[src/rtl/pfa_consts.svh]
// Named constants of the frame alignment receiver.
// Assumes inclusion by bare name from rtl/ files only.
`ifndef PFA_CONSTS_SVH
`define PFA_CONSTS_SVH

`define PFA_CNT_BITS        9
`define PFA_WORD_A          7'h1B
`define PFA_TS0_LAST        8'h07
`define PFA_TS0_END_A       9'h007
`define PFA_SLOT15_BIT8     8'h7F
`define PFA_SLOT30_BIT8_A   9'h0F7
`define PFA_LOSS_LIMIT      2'h3
`define PFA_LOSS_PRIOR      2'h2
`define PFA_RATE_LIMIT      4'hF
`define PFA_RUN_LAST        4'h7
`define PFA_RUN_LEN         4'h8
`define PFA_GROUP_LAST      3'h7
`define PFA_INTERVAL_MS     512
`define PFA_DOUBLE_FRAME_US 250
`define PFA_INTERVAL_TICKS  ((`PFA_INTERVAL_MS * 1000) / `PFA_DOUBLE_FRAME_US)
`define PFA_INTERVAL_BITS   11

`endif

[src/rtl/pfa_pkg.sv]
// Types shared by the frame alignment receiver.
// Assumes nothing of its surroundings.
`default_nettype none

package pfa_pkg;

  typedef enum logic [2:0] {
    PFA_SEARCH,
    PFA_CHECK_B,
    PFA_SKIP,
    PFA_CHECK_A2,
    PFA_ALIGNED
  } pfa_state_t;

endpackage : pfa_pkg

`default_nettype wire

[src/rtl/pfa_rate_mon.sv]
// Error-rate monitor: counts missing frame-A words per interval.
// Assumes one-cycle tick and error pulses from the same clock.
`timescale 1ns/1ns
`default_nettype none
`include "pfa_consts.svh"

module pfa_rate_mon #(
  parameter int INTERVAL_BITS = `PFA_INTERVAL_BITS
) (
  input  wire logic sys_clk_in,
  input  wire logic rst_in,
  input  wire logic ce_in,
  input  wire logic clr_in,
  input  wire logic frame_tick_in,
  input  wire logic err_in,
  input  wire logic fast_in,
  output logic      error_rate_alarm_out,
  output logic      interval_end_out
);

  logic [INTERVAL_BITS-1:0] ivl;
  logic [3:0]               err_cnt;
  logic [3:0]               next_err;
  logic [3:0]               grp_err;
  logic [3:0]               next_grp;
  logic [3:0]               hi_run;
  logic [2:0]               grp_idx;
  logic                     adv;
  logic                     ivl_end;

  if (INTERVAL_BITS < 2 || INTERVAL_BITS > 16) begin : g_chk
    $error("pfa_rate_mon: INTERVAL_BITS out of range");
  end

  // Test speed-up advances the interval timer every cycle
  assign adv      = fast_in || frame_tick_in;
  assign ivl_end  = adv && (&ivl);
  assign next_err = (err_in && err_cnt != `PFA_RATE_LIMIT) ? 4'(err_cnt + 4'h1) : err_cnt;
  assign next_grp = (err_in && grp_err != `PFA_RATE_LIMIT) ? 4'(grp_err + 4'h1) : grp_err;

  always_ff @(posedge sys_clk_in or posedge rst_in) begin
    if (rst_in) begin
      ivl <= '0;
    end else if (ce_in) begin
      if (clr_in) ivl <= '0;
      else if (adv) ivl <= INTERVAL_BITS'(ivl + 1'b1);
    end
  end

  always_ff @(posedge sys_clk_in or posedge rst_in) begin
    if (rst_in) begin
      err_cnt <= 4'h0;
      grp_err <= 4'h0;
      grp_idx <= 3'h0;
      hi_run  <= 4'h0;
    end else if (ce_in) begin
      if (clr_in) begin
        err_cnt <= 4'h0;
        grp_err <= 4'h0;
        grp_idx <= 3'h0;
        hi_run  <= 4'h0;
      end else if (ivl_end) begin
        err_cnt <= 4'h0;
        grp_idx <= 3'(grp_idx + 3'h1);
        grp_err <= (grp_idx == `PFA_GROUP_LAST) ? 4'h0 : next_grp;
        if (next_err != `PFA_RATE_LIMIT) hi_run <= 4'h0;
        else if (hi_run != `PFA_RUN_LEN) hi_run <= 4'(hi_run + 4'h1);
      end else begin
        err_cnt <= next_err;
        grp_err <= next_grp;
      end
    end
  end

  always_ff @(posedge sys_clk_in or posedge rst_in) begin
    if (rst_in) begin
      error_rate_alarm_out <= 1'b0;
      interval_end_out     <= 1'b0;
    end else if (ce_in) begin
      interval_end_out <= ivl_end && !clr_in;
      if (clr_in) begin
        error_rate_alarm_out <= 1'b0;
      end else if (ivl_end && next_err == `PFA_RATE_LIMIT && hi_run >= `PFA_RUN_LAST) begin
        error_rate_alarm_out <= 1'b1;
      end else if (ivl_end && grp_idx == `PFA_GROUP_LAST && next_grp != `PFA_RATE_LIMIT) begin
        error_rate_alarm_out <= 1'b0;
      end
    end
  end
endmodule : pfa_rate_mon

`default_nettype wire

[src/rtl/pfa_receiver.sv]
// Receive timing and frame alignment for a 30-channel 2.048 Mbit/s link.
// Assumes decoded NRZ data and line clock from a line decoder, sampled here.
//
// Functional notes
// - Word A: bit 1 ignored, bits 2 to 8 equal 0011011.
// - Word B: bit 2 equals 1, all other bits ignored.
// - Three consecutive errored expected words mean alignment lost.
// - Regain needs A, then B, then A in successive frames.
// - A without following B restarts the A search one frame later.
// - Nine-stage counter on line clock; every stage driven out.
// - One-bit pulse on bit 8 of slot 15.
// - One-bit pulse on bit 8 of slot 30, frame A.
// - Three errored words set the alignment alarm latch.
// - External forcing input also sets the alarm latch.
// - Alarm latch state shown continuously on the loss alarm output.
// - Missing-word alarm set on absent A word, cleared by present A.
// - Rate alarm when 15 errored A words per interval, eight times running.
// - Rate alarm cleared when under 15 missing A words over eight intervals.
// - Interval timed by an 11-bit counter stepping once per double frame.
// - Three test points and a master reset input for test.
`timescale 1ns/1ns
`default_nettype none
`include "pfa_consts.svh"

module pfa_receiver
  import pfa_pkg::*;
#(
  parameter int INTERVAL_BITS = `PFA_INTERVAL_BITS
) (
  input  wire logic                     sys_clk_in,
  input  wire logic                     rst_in,
  input  wire logic                     ce_in,
  input  wire logic                     line_clock_in,
  input  wire logic                     line_data_in,
  input  wire logic                     forced_alarm_in,
  input  wire logic                     master_reset_test_n_in,
  input  wire logic                     test_point_one_in,
  output logic      [`PFA_CNT_BITS-1:0] timing_counter_taps_out,
  output logic                          slot15_marker_pulse_out,
  output logic                          slot30_preset_pulse_out,
  output logic                          alignment_loss_alarm_out,
  output logic                          word_missing_alarm_out,
  output logic                          error_rate_alarm_out,
  output logic                          test_point_two_out,
  output logic                          test_point_three_out
);

  // ****************************************************************
  // Pin synchronisation
  // ****************************************************************

  logic [4:0]               pins_s;
  logic                     lclk_s;
  logic                     data_s;
  logic                     force_s;
  logic                     mr_n_s;
  logic                     fast_s;
  logic                     lclk_d;
  logic                     bit_stb;
  logic                     eval_stb;
  logic                     clr;

  if (INTERVAL_BITS != `PFA_INTERVAL_BITS && INTERVAL_BITS > `PFA_INTERVAL_BITS) begin : g_chk
    $error("pfa_receiver: INTERVAL_BITS above the documented width");
  end

  pfa_sync #(
    .WIDTH (5)
  ) u_sync (
    .sys_clk_in (sys_clk_in),
    .rst_in     (rst_in),
    .ce_in      (ce_in),
    .async_in   ({line_clock_in, line_data_in, forced_alarm_in,
                  master_reset_test_n_in, test_point_one_in}),
    .sync_out   (pins_s)
  );

  assign lclk_s  = pins_s[4];
  assign data_s  = pins_s[3];
  assign force_s = pins_s[2];
  assign mr_n_s  = pins_s[1];
  assign fast_s  = pins_s[0];
  assign clr     = !mr_n_s;

  // Data and clock share the same sync delay, so data is sampled mid-bit
  always_ff @(posedge sys_clk_in or posedge rst_in) begin
    if (rst_in) begin
      lclk_d   <= 1'b0;
      eval_stb <= 1'b0;
    end else if (ce_in) begin
      lclk_d   <= lclk_s;
      eval_stb <= bit_stb;
    end
  end

  assign bit_stb = lclk_s && !lclk_d;

  // ****************************************************************
  // Line timing
  // ****************************************************************

  logic [`PFA_CNT_BITS-1:0] cnt;
  logic [7:0]               sr;
  logic                     preset_evt;

  // Bits 2:0 bit in slot, 7:3 slot number, 8 frame B
  always_ff @(posedge sys_clk_in or posedge rst_in) begin
    if (rst_in) begin
      cnt <= '0;
    end else if (ce_in) begin
      if (clr) cnt <= '0;
      else if (preset_evt) cnt <= `PFA_TS0_END_A;
      else if (bit_stb) cnt <= `PFA_CNT_BITS'(cnt + 1'b1);
    end
  end

  assign timing_counter_taps_out = cnt;

  always_ff @(posedge sys_clk_in or posedge rst_in) begin
    if (rst_in) begin
      sr <= 8'h00;
    end else if (ce_in) begin
      if (bit_stb) sr <= {sr[6:0], data_s};
    end
  end

  // Markers lag the counter by one system cycle, still one bit wide
  always_ff @(posedge sys_clk_in or posedge rst_in) begin
    if (rst_in) begin
      slot15_marker_pulse_out <= 1'b0;
      slot30_preset_pulse_out <= 1'b0;
    end else if (ce_in) begin
      slot15_marker_pulse_out <= !clr && (cnt[7:0] == `PFA_SLOT15_BIT8);
      slot30_preset_pulse_out <= !clr && (cnt == `PFA_SLOT30_BIT8_A);
    end
  end

  // ****************************************************************
  // Word checks
  // ****************************************************************

  logic                     hit_a;
  logic                     hit_b;
  logic                     frame_b;
  logic                     hit_frame;
  logic                     ts0_eval;
  logic                     frame_tick;

  // Newest bit is position 8 of the slot
  assign hit_a      = (sr[6:0] == `PFA_WORD_A);
  assign hit_b      = sr[6];
  assign frame_b    = cnt[8];
  assign hit_frame  = frame_b ? hit_b : hit_a;
  assign ts0_eval   = eval_stb && (cnt[7:0] == `PFA_TS0_LAST);
  assign frame_tick = eval_stb && (cnt == `PFA_TS0_END_A);

  // ****************************************************************
  // Alignment state machine
  // ****************************************************************

  pfa_state_t               state;
  pfa_state_t               next_state;
  logic [1:0]               miss;
  logic [1:0]               next_miss;
  logic                     loss_evt;
  logic                     regain_evt;

  always_comb begin
    next_state = state;
    next_miss  = miss;
    preset_evt = 1'b0;
    loss_evt   = 1'b0;
    regain_evt = 1'b0;
    unique case (state)
      PFA_SEARCH: begin
        // Any bit position may start a frame while searching
        if (eval_stb && hit_a) begin
          preset_evt = 1'b1;
          next_state = PFA_CHECK_B;
        end
      end
      PFA_CHECK_B: begin
        if (ts0_eval) begin
          next_state = hit_b ? PFA_CHECK_A2 : PFA_SKIP;
        end
      end
      PFA_SKIP: begin
        // Skipping a frame defeats imitative patterns
        if (ts0_eval) begin
          next_state = PFA_SEARCH;
        end
      end
      PFA_CHECK_A2: begin
        if (ts0_eval) begin
          if (hit_a) begin
            next_state = PFA_ALIGNED;
            next_miss  = 2'h0;
            regain_evt = 1'b1;
          end else begin
            next_state = PFA_SEARCH;
          end
        end
      end
      PFA_ALIGNED: begin
        if (ts0_eval) begin
          if (hit_frame) begin
            next_miss = 2'h0;
          end else if (2'(miss + 2'h1) == `PFA_LOSS_LIMIT) begin
            next_miss  = 2'h0;
            loss_evt   = 1'b1;
            next_state = PFA_SEARCH;
          end else begin
            next_miss = 2'(miss + 2'h1);
          end
        end
      end
      default: begin
        next_state = PFA_SEARCH;
      end
    endcase
  end

  always_ff @(posedge sys_clk_in or posedge rst_in) begin
    if (rst_in) begin
      state <= PFA_SEARCH;
      miss  <= 2'h0;
    end else if (ce_in) begin
      if (clr) begin
        state <= PFA_SEARCH;
        miss  <= 2'h0;
      end else begin
        state <= next_state;
        miss  <= next_miss;
      end
    end
  end

  // ****************************************************************
  // Alarms
  // ****************************************************************

  logic                     rate_err;

  // Set-reset latch; set wins over the regain release
  always_ff @(posedge sys_clk_in or posedge rst_in) begin
    if (rst_in) begin
      alignment_loss_alarm_out <= 1'b0;
    end else if (ce_in) begin
      if (clr) alignment_loss_alarm_out <= 1'b0;
      else if (loss_evt || force_s) alignment_loss_alarm_out <= 1'b1;
      else if (regain_evt) alignment_loss_alarm_out <= 1'b0;
    end
  end

  always_ff @(posedge sys_clk_in or posedge rst_in) begin
    if (rst_in) begin
      word_missing_alarm_out <= 1'b0;
    end else if (ce_in) begin
      if (clr) begin
        word_missing_alarm_out <= 1'b0;
      end else if (ts0_eval && !frame_b &&
                   (state == PFA_ALIGNED || state == PFA_CHECK_A2)) begin
        word_missing_alarm_out <= !hit_a;
      end
    end
  end

  always_ff @(posedge sys_clk_in or posedge rst_in) begin
    if (rst_in) begin
      test_point_two_out <= 1'b0;
    end else if (ce_in) begin
      test_point_two_out <= !clr && (next_state == PFA_ALIGNED);
    end
  end

  assign rate_err = ts0_eval && !frame_b && !hit_a && (state == PFA_ALIGNED);

  pfa_rate_mon #(
    .INTERVAL_BITS (INTERVAL_BITS)
  ) u_rate (
    .sys_clk_in           (sys_clk_in),
    .rst_in               (rst_in),
    .ce_in                (ce_in),
    .clr_in               (clr),
    .frame_tick_in        (frame_tick),
    .err_in               (rate_err),
    .fast_in              (fast_s),
    .error_rate_alarm_out (error_rate_alarm_out),
    .interval_end_out     (test_point_three_out)
  );
endmodule : pfa_receiver

`default_nettype wire

[src/rtl/pfa_sync.sv]
// Two-flop synchroniser for pin inputs.
// Assumes a single system clock; inputs may change at any time.
`timescale 1ns/1ns
`default_nettype none

module pfa_sync #(
  parameter int WIDTH = 1
) (
  input  wire logic             sys_clk_in,
  input  wire logic             rst_in,
  input  wire logic             ce_in,
  input  wire logic [WIDTH-1:0] async_in,
  output logic      [WIDTH-1:0] sync_out
);

  logic [WIDTH-1:0] stage1;

  if (WIDTH < 1) begin : g_chk
    $error("pfa_sync: WIDTH must be at least 1");
  end

  // First stage feeds the second stage only
  always_ff @(posedge sys_clk_in or posedge rst_in) begin
    if (rst_in) begin
      stage1   <= '0;
      sync_out <= '0;
    end else if (ce_in) begin
      stage1   <= async_in;
      sync_out <= stage1;
    end
  end

endmodule : pfa_sync

`default_nettype wire

[config.mk]
export PLATFORM = sky130hd
export DESIGN_NAME = pfa_receiver
export DESIGN_NICKNAME = d
export VERILOG_FILES = /design/src/rtl/pfa_pkg.sv /design/src/rtl/pfa_rate_mon.sv /design/src/rtl/pfa_receiver.sv /design/src/rtl/pfa_sync.sv
export VERILOG_INCLUDE_DIRS = /design/src /design/src/rtl
export SDC_FILE = /design/constraint.sdc
export NUM_CORES = 1
export LEC_CHECK = 0
export ABC_AREA = 1
export BUFFER_PORTS_ARGS = -buffer_cell sky130_fd_sc_hd__buf_4
export CAP_MARGIN = 40
export CORE_ASPECT_RATIO = 1.1
export CORE_MARGIN = 5
export CORE_UTILIZATION = 50
export CTS_BUF_LIST = sky130_fd_sc_hd__clkbuf_4 sky130_fd_sc_hd__clkbuf_8
export DETAILED_ROUTE_END_ITERATION = 6
export PLACE_DENSITY = 0.68
export SKIP_CTS_REPAIR_TIMING = 1
export SYNTH_ARGS = -nofsm -noshare
export SYNTH_HDL_FRONTEND = slang
export SYNTH_HIERARCHICAL = 1
export SYNTH_SLANG_ARGS = --single-unit
[constraint.sdc]
create_clock -name sys_clk_in -period 4.4 [get_ports sys_clk_in]
set_input_delay 0.88 -clock sys_clk_in [delete_from_list [all_inputs] [get_ports sys_clk_in]]
set_output_delay 0.88 -clock sys_clk_in [all_outputs]
set_load 0.02 [all_outputs]
### Yosys cells after proc, flatten, opt, wreduce, memory -nomap -nowiden

Index checks and enable logic that the tools add are counted.

* input port bits: 8
* bits in registers: 66
* output and inout bits: 16
* word-level logic and storage cells: 147

* $lt $le $gt $ge: 1
* equal/unequal tests: 29
* muxes and demuxes: 54
* reductions and logical operators: 36
* $add $sub $neg: 7

Operator list (number)
* $mux 4: 11
* $mux 3: 11
* $mux 9: 3
* $mux 11: 2
* $ne 4x4->1 const B: 5
* $logic_and 1x1->1: 19
* $mux 1: 19
* $ne 3x3->1 const B: 6
* $pmux 3 s5: 1
* $reduce_and 2->1: 7
* $add 4x1->4 const B: 3
* $mux 2: 6
* $add 11x1->11 const B: 1
* $reduce_and 11->1: 1
* $add 9x1->9 const B: 1
* $eq 3x3->1 const B: 3
* $eq 9x3->1 const B: 1
* $eq 9x8->1 const B: 1
* $eq 8x3->1 const B: 1
* $eq 8x7->1 const B: 1
* $eq 7x5->1 const B: 1
* $eq 3x2->1 const B: 2
* $ne 3x1->1 const B: 2
* $reduce_and 5->1: 1
* 13 further kinds: 18

### Depth between registers and ports, before layout

* word-level depth: 12
* depth in mapped cells: 17
* gate-level depth less buffers: 16

### By module

The synthesis kept the hierarchy.

Modules (own cells, without submodules)
* pfa_receiver: sequential area each 700.7 um^2, times used 1, area an instance 1726.7 um^2, cells an instance 247
* pfa_rate_mon: sequential area each 700.7 um^2, times used 1, area an instance 1644.1 um^2, cells an instance 216
* pfa_sync: sequential area each 250.2 um^2, times used 1, area an instance 381.6 um^2, cells an instance 43

### Least setup slack after synthesis

No wires, ideal clock.

* path kind: register to register
* start: register cnt[0], in the netlist timing_counter_taps_out[0]
* end: register u_rate.hi_run[0]
* slack: 2.185 ns
* clock period less this slack: 2.215 ns
* path buffers: 1
* library setup time: 0.066 ns
* arrival: 2.149 ns
* stages on the path, launching flop included: 15
* data required time: 4.334 ns
* cell sequence: dfrtp_1 ha_1 nand3_2 inv_2 nand2_2 nor3_1 buf_2 nand2_1 o21ai_1 nand3_1 nor2_1 nand3_1 nand2_1 nand2_1 nand2_1

* word-level cells in the longest chain between the ends: 11
* elaborated cells between the ends (all ways): 18
* classes of those cells: 5 x eq/ne; 4 x mux; 9 x reduce/logical

Ends and longest elaborated chain
* start: declaration: RTL line pfa_receiver.sv:102 `` logic [`PFA_CNT_BITS-1:0] cnt; ``
* start signal: assignment: RTL line pfa_receiver.sv:112 `` else if (preset_evt) cnt <= `PFA_TS0_END_A; ``
* start signal: assignment: RTL line pfa_receiver.sv:113 `` else if (bit_stb) cnt <= `PFA_CNT_BITS'(cnt + 1'b1); ``
* $eq 8x3->1 (no source line) *
* $logic_and 1x1->1 *: RTL line pfa_receiver.sv:154 `` assign ts0_eval = eval_stb && (cnt[7:0] == `PFA_TS0_LAST); ``
* $logic_and 1x1->1 * (3 in a row): RTL line pfa_receiver.sv:276 `assign rate_err = ts0_eval && !frame_b && !hit_a && (state == PFA_ALIGNED);`
* named net rate_err: RTL line pfa_receiver.sv:242 `logic rate_err;`
* $logic_and 1x1->1 (no source line) *
* $mux 4 *: RTL line pfa_rate_mon.sv:38 `` assign next_err = (err_in && err_cnt != `PFA_RATE_LIMIT) ? 4'(err_cnt + 4'h1) : err_cnt; ``
* $ne 4x4->1 (no source line) *
* $mux 4: RTL line pfa_rate_mon.sv:66 `` if (next_err != `PFA_RATE_LIMIT) hi_run <= 4'h0; ``
* $mux 4: RTL line pfa_rate_mon.sv:62 `end else if (ivl_end) begin`
* $mux 4: RTL line pfa_rate_mon.sv:57 `if (clr_in) begin`
* end signal: assignment: RTL line pfa_rate_mon.sv:67 `` else if (hi_run != `PFA_RUN_LEN) hi_run <= 4'(hi_run + 4'h1); ``
* end: declaration: RTL line pfa_rate_mon.sv:26 `logic [3:0] hi_run;`

The timed path passes the listed nets; every way through them passes the cells marked *. The select of a mux whose other input is x is not followed.
A chain may end at the register's enable or synchronous reset.

### Worst setup path in the final report

* start: register cnt[0], in the netlist timing_counter_taps_out[0]
* end: register u_rate.hi_run[3]

Same word-level chain as after synthesis.

==> qor.yml <==
timing.final.crit_share: 0.665
antenna_left: 0
finish.utilization: 0.577
hold_path.class: "reg -> reg"
synth_area_um2: 3750
total_power_mw: 1.48
outcome: "finished, final reports clean"
syn_inst: 506
cts_tree: "built"
ys_seq_area_frac: 0.440
routed_wl_mm: 7.88
cp-end-kind: "flop"
die_area_um2: 9340
crit_required_ns: 4.69
synth_top_area_cell: "dfrtp_1"
antenna_found_initial: 0
critPathLaunch: "timing_counter_taps_out[0]$_DFFE_PP0P_"
cts.sinks: 66
relSlewSlack: 0.379
syn_nets: 522
synthTopCellsByArea: "dfrtp_1 (44%), nand2_1 (19%), nand3_1 (5.3%)"
rsz0062_at_grt: "no"
finClkSkew_ns: 0.0101
synth_compound_area_frac: 0.0804
path_clk_slew_ns: 0.07
cts_buffer_depth: 2
dpl_cell_area_um2: 4040
grt_pass1_vias: 3198
grt_pass1_wl_mm: 14.0
post-route-cell-area_um2: 4270
gr-usage-all-layers: 0.188
arrival_ns: 3.21
synthXorXnorAreaFrac: 0.0117
synth_top_family_by_area: "simple AND/OR/NAND/NOR gates"
max_freq_mhz: 342
layout-drive-gt1-share: 0.148
fp.dieW_um: 92.6
diodes: 0
drt-pass1-iter-count: 5
synthMuxAreaShare: 0
grt_max_degree: 34
maxCapViolCount: 0
critPathKind: "reg -> reg"
synth_fa_ha_area_frac: 0.0267
fp.coreArea_um2: 7390
cts_max_level: 3
route.vias.total: 3280
gp_congestion: 0.900
overflow: 0
synth.distinct_cells: 36
netlist.area_leader.share: 0.440
synth_edf_count: 0
cp_max_fo: 10
rows: 33
ys_ff_latch: 66
drc: 0
setup_violations: 0
avgSynthCellArea_um2: 7.42
cts_buffers: 9
numPortBuffers: 23
fin_cells: 627
powerDensity_nw_per_um2: 347
r2r_cells: 11
final_cell_mix: "nand2_1 (188), dfrtp_1 (66), inv_1 (53)"
via_per_inst: 5.23
min_period_ns: 2.93
min_from: "u_sync/stage1[3]$_DFFE_PP0P_"
dp_cells: 611
p_leak_nw: 2.18
yosys_most_used_dff: "dfrtp_1"
start_util: 0.508
ir_worst_vdd_v: 0.000259
yosys.area_share.simple: 0.362
hold_viol_final: 0
hpwl_mm: 5.97
initialDrtViolationCount: 116
ys_warn_count: 6
ys_async_sr_fraction: 1.00
slew_violations: 0
finalSetupTns_ns: 0
ioPinCount: 24
die_h_um: 101
root_buffer: "clkbuf_8"
area_growth_pct: 13.7
start_kind: "flop"
worstMarginPinSlew_ns: 0.924
layout.nets: 551
timing.rr.start: "timing_counter_taps_out[0]$_DFFE_PP0P_"
layout.cells.most_common: "nand2_1"
routedWlPerCell_um: 12.6
clk_latency_ns: 0.35
hold_depth: 2
## cells in the mapped netlist (all sizes together), types with 2 or more instances
master	count
nand2	196
dfrtp	66
inv	65
nand3	43
nor2	40
o21ai	24
nor3	15
a21oi	11
nand4	11
ha	8
buf	6
xor2	4
a22o	3
o21a	2
o31ai	2
## through the flow
step / hold WS, ns / worst slack, ns
floorplan: 0.442 / 2.19
global placement: 0.459 / 1.67
detailed placement: 0.462 / 1.56
CTS: 0.481 / 1.53
global route: 0.510 / 1.09
finish: 0.477 / 1.47
## registers in the layout, indices dropped and copies added, names as in the netlist, 2 cells and up
name	count
timing_counter_taps_out	9
u_rate/grp_idx	3
miss	2
sr	7
u_rate/err_cnt	4
u_rate/grp_err	4
u_sync/stage1	5
u_sync/sync_out	5
u_rate/ivl	11
state	3
u_rate/hi_run	4
## power breakdown
| group | leakage [nW] | switching [mW] | internal (mW) | total (mW) |
|---|---|---|---|---|
| combinational | 1.18 | 0.129 | 0.0668 | 0.196 |
| sequential | 0.892 | 0.0471 | 0.658 | 0.706 |
| clock | 0.112 | 0.244 | 0.335 | 0.579 |
## per-layer routing
metal / wire [um] / global-route usage / up-vias
met5: 0 / 0 / -
met1: 3580 / 0.224 / 1557
met2: 3990 / 0.331 / 45
met4: 134 / 0.0743 / 0
met3: 180 / 0.0381 / 12
li1: - / - / 1666
## worst paths after layout
check	to	slack (ns)
min in group asynchronous	u_sync/sync_out[0]$_DFFE_PP0P_	0.52
hold reg to reg	u_sync/stage1[3]$_DFFE_PP0P_	0.48
setup / recovery	u_rate/hi_run[3]$_DFFE_PP0P_	1.47
max in group asynchronous	eval_stb$_DFFE_PP0P_	3.33
setup reg to reg	u_rate/hi_run[3]$_DFFE_PP0P_	1.47
hold / removal	u_sync/stage1[3]$_DFFE_PP0P_	0.48
## cell families (layout without fill, tap and decap cells)
kind of cell,Yosys count,in the layout
DFF,66,66
buffers and inverters,72,106
xor gates and xnor gates,5,5
and+or+nand+nor,307,307
AOI/OAI and AO/OA,48,48
adders and majority gates,8,8
## layout make-up
cell class | instances | area, um2
clock buffers | 10 | 138
clock inverters | 6 | 90.1
fillers | 704 | 3130
inverters | 65 | 244
multi-input cells | 368 | 1810
flip-flops and latches | 66 | 1650
well taps | 87 | 109
repair buffers | 25 | 228
## worst max-delay path: stages (launching register included)
cell and delay [ns]:
dfrtp_1 0.44, ha_1 0.26, nand3_2 0.16, inv_2 0.10, nand2_2 0.08, nor3_1 0.75
nand2_1 0.24, o21ai_1 0.22, nand3_1 0.13, nor3_2 0.25, nand4_1 0.15, nand2_1 0.09
No activity file was read; power rests on OpenSTA's default activity.
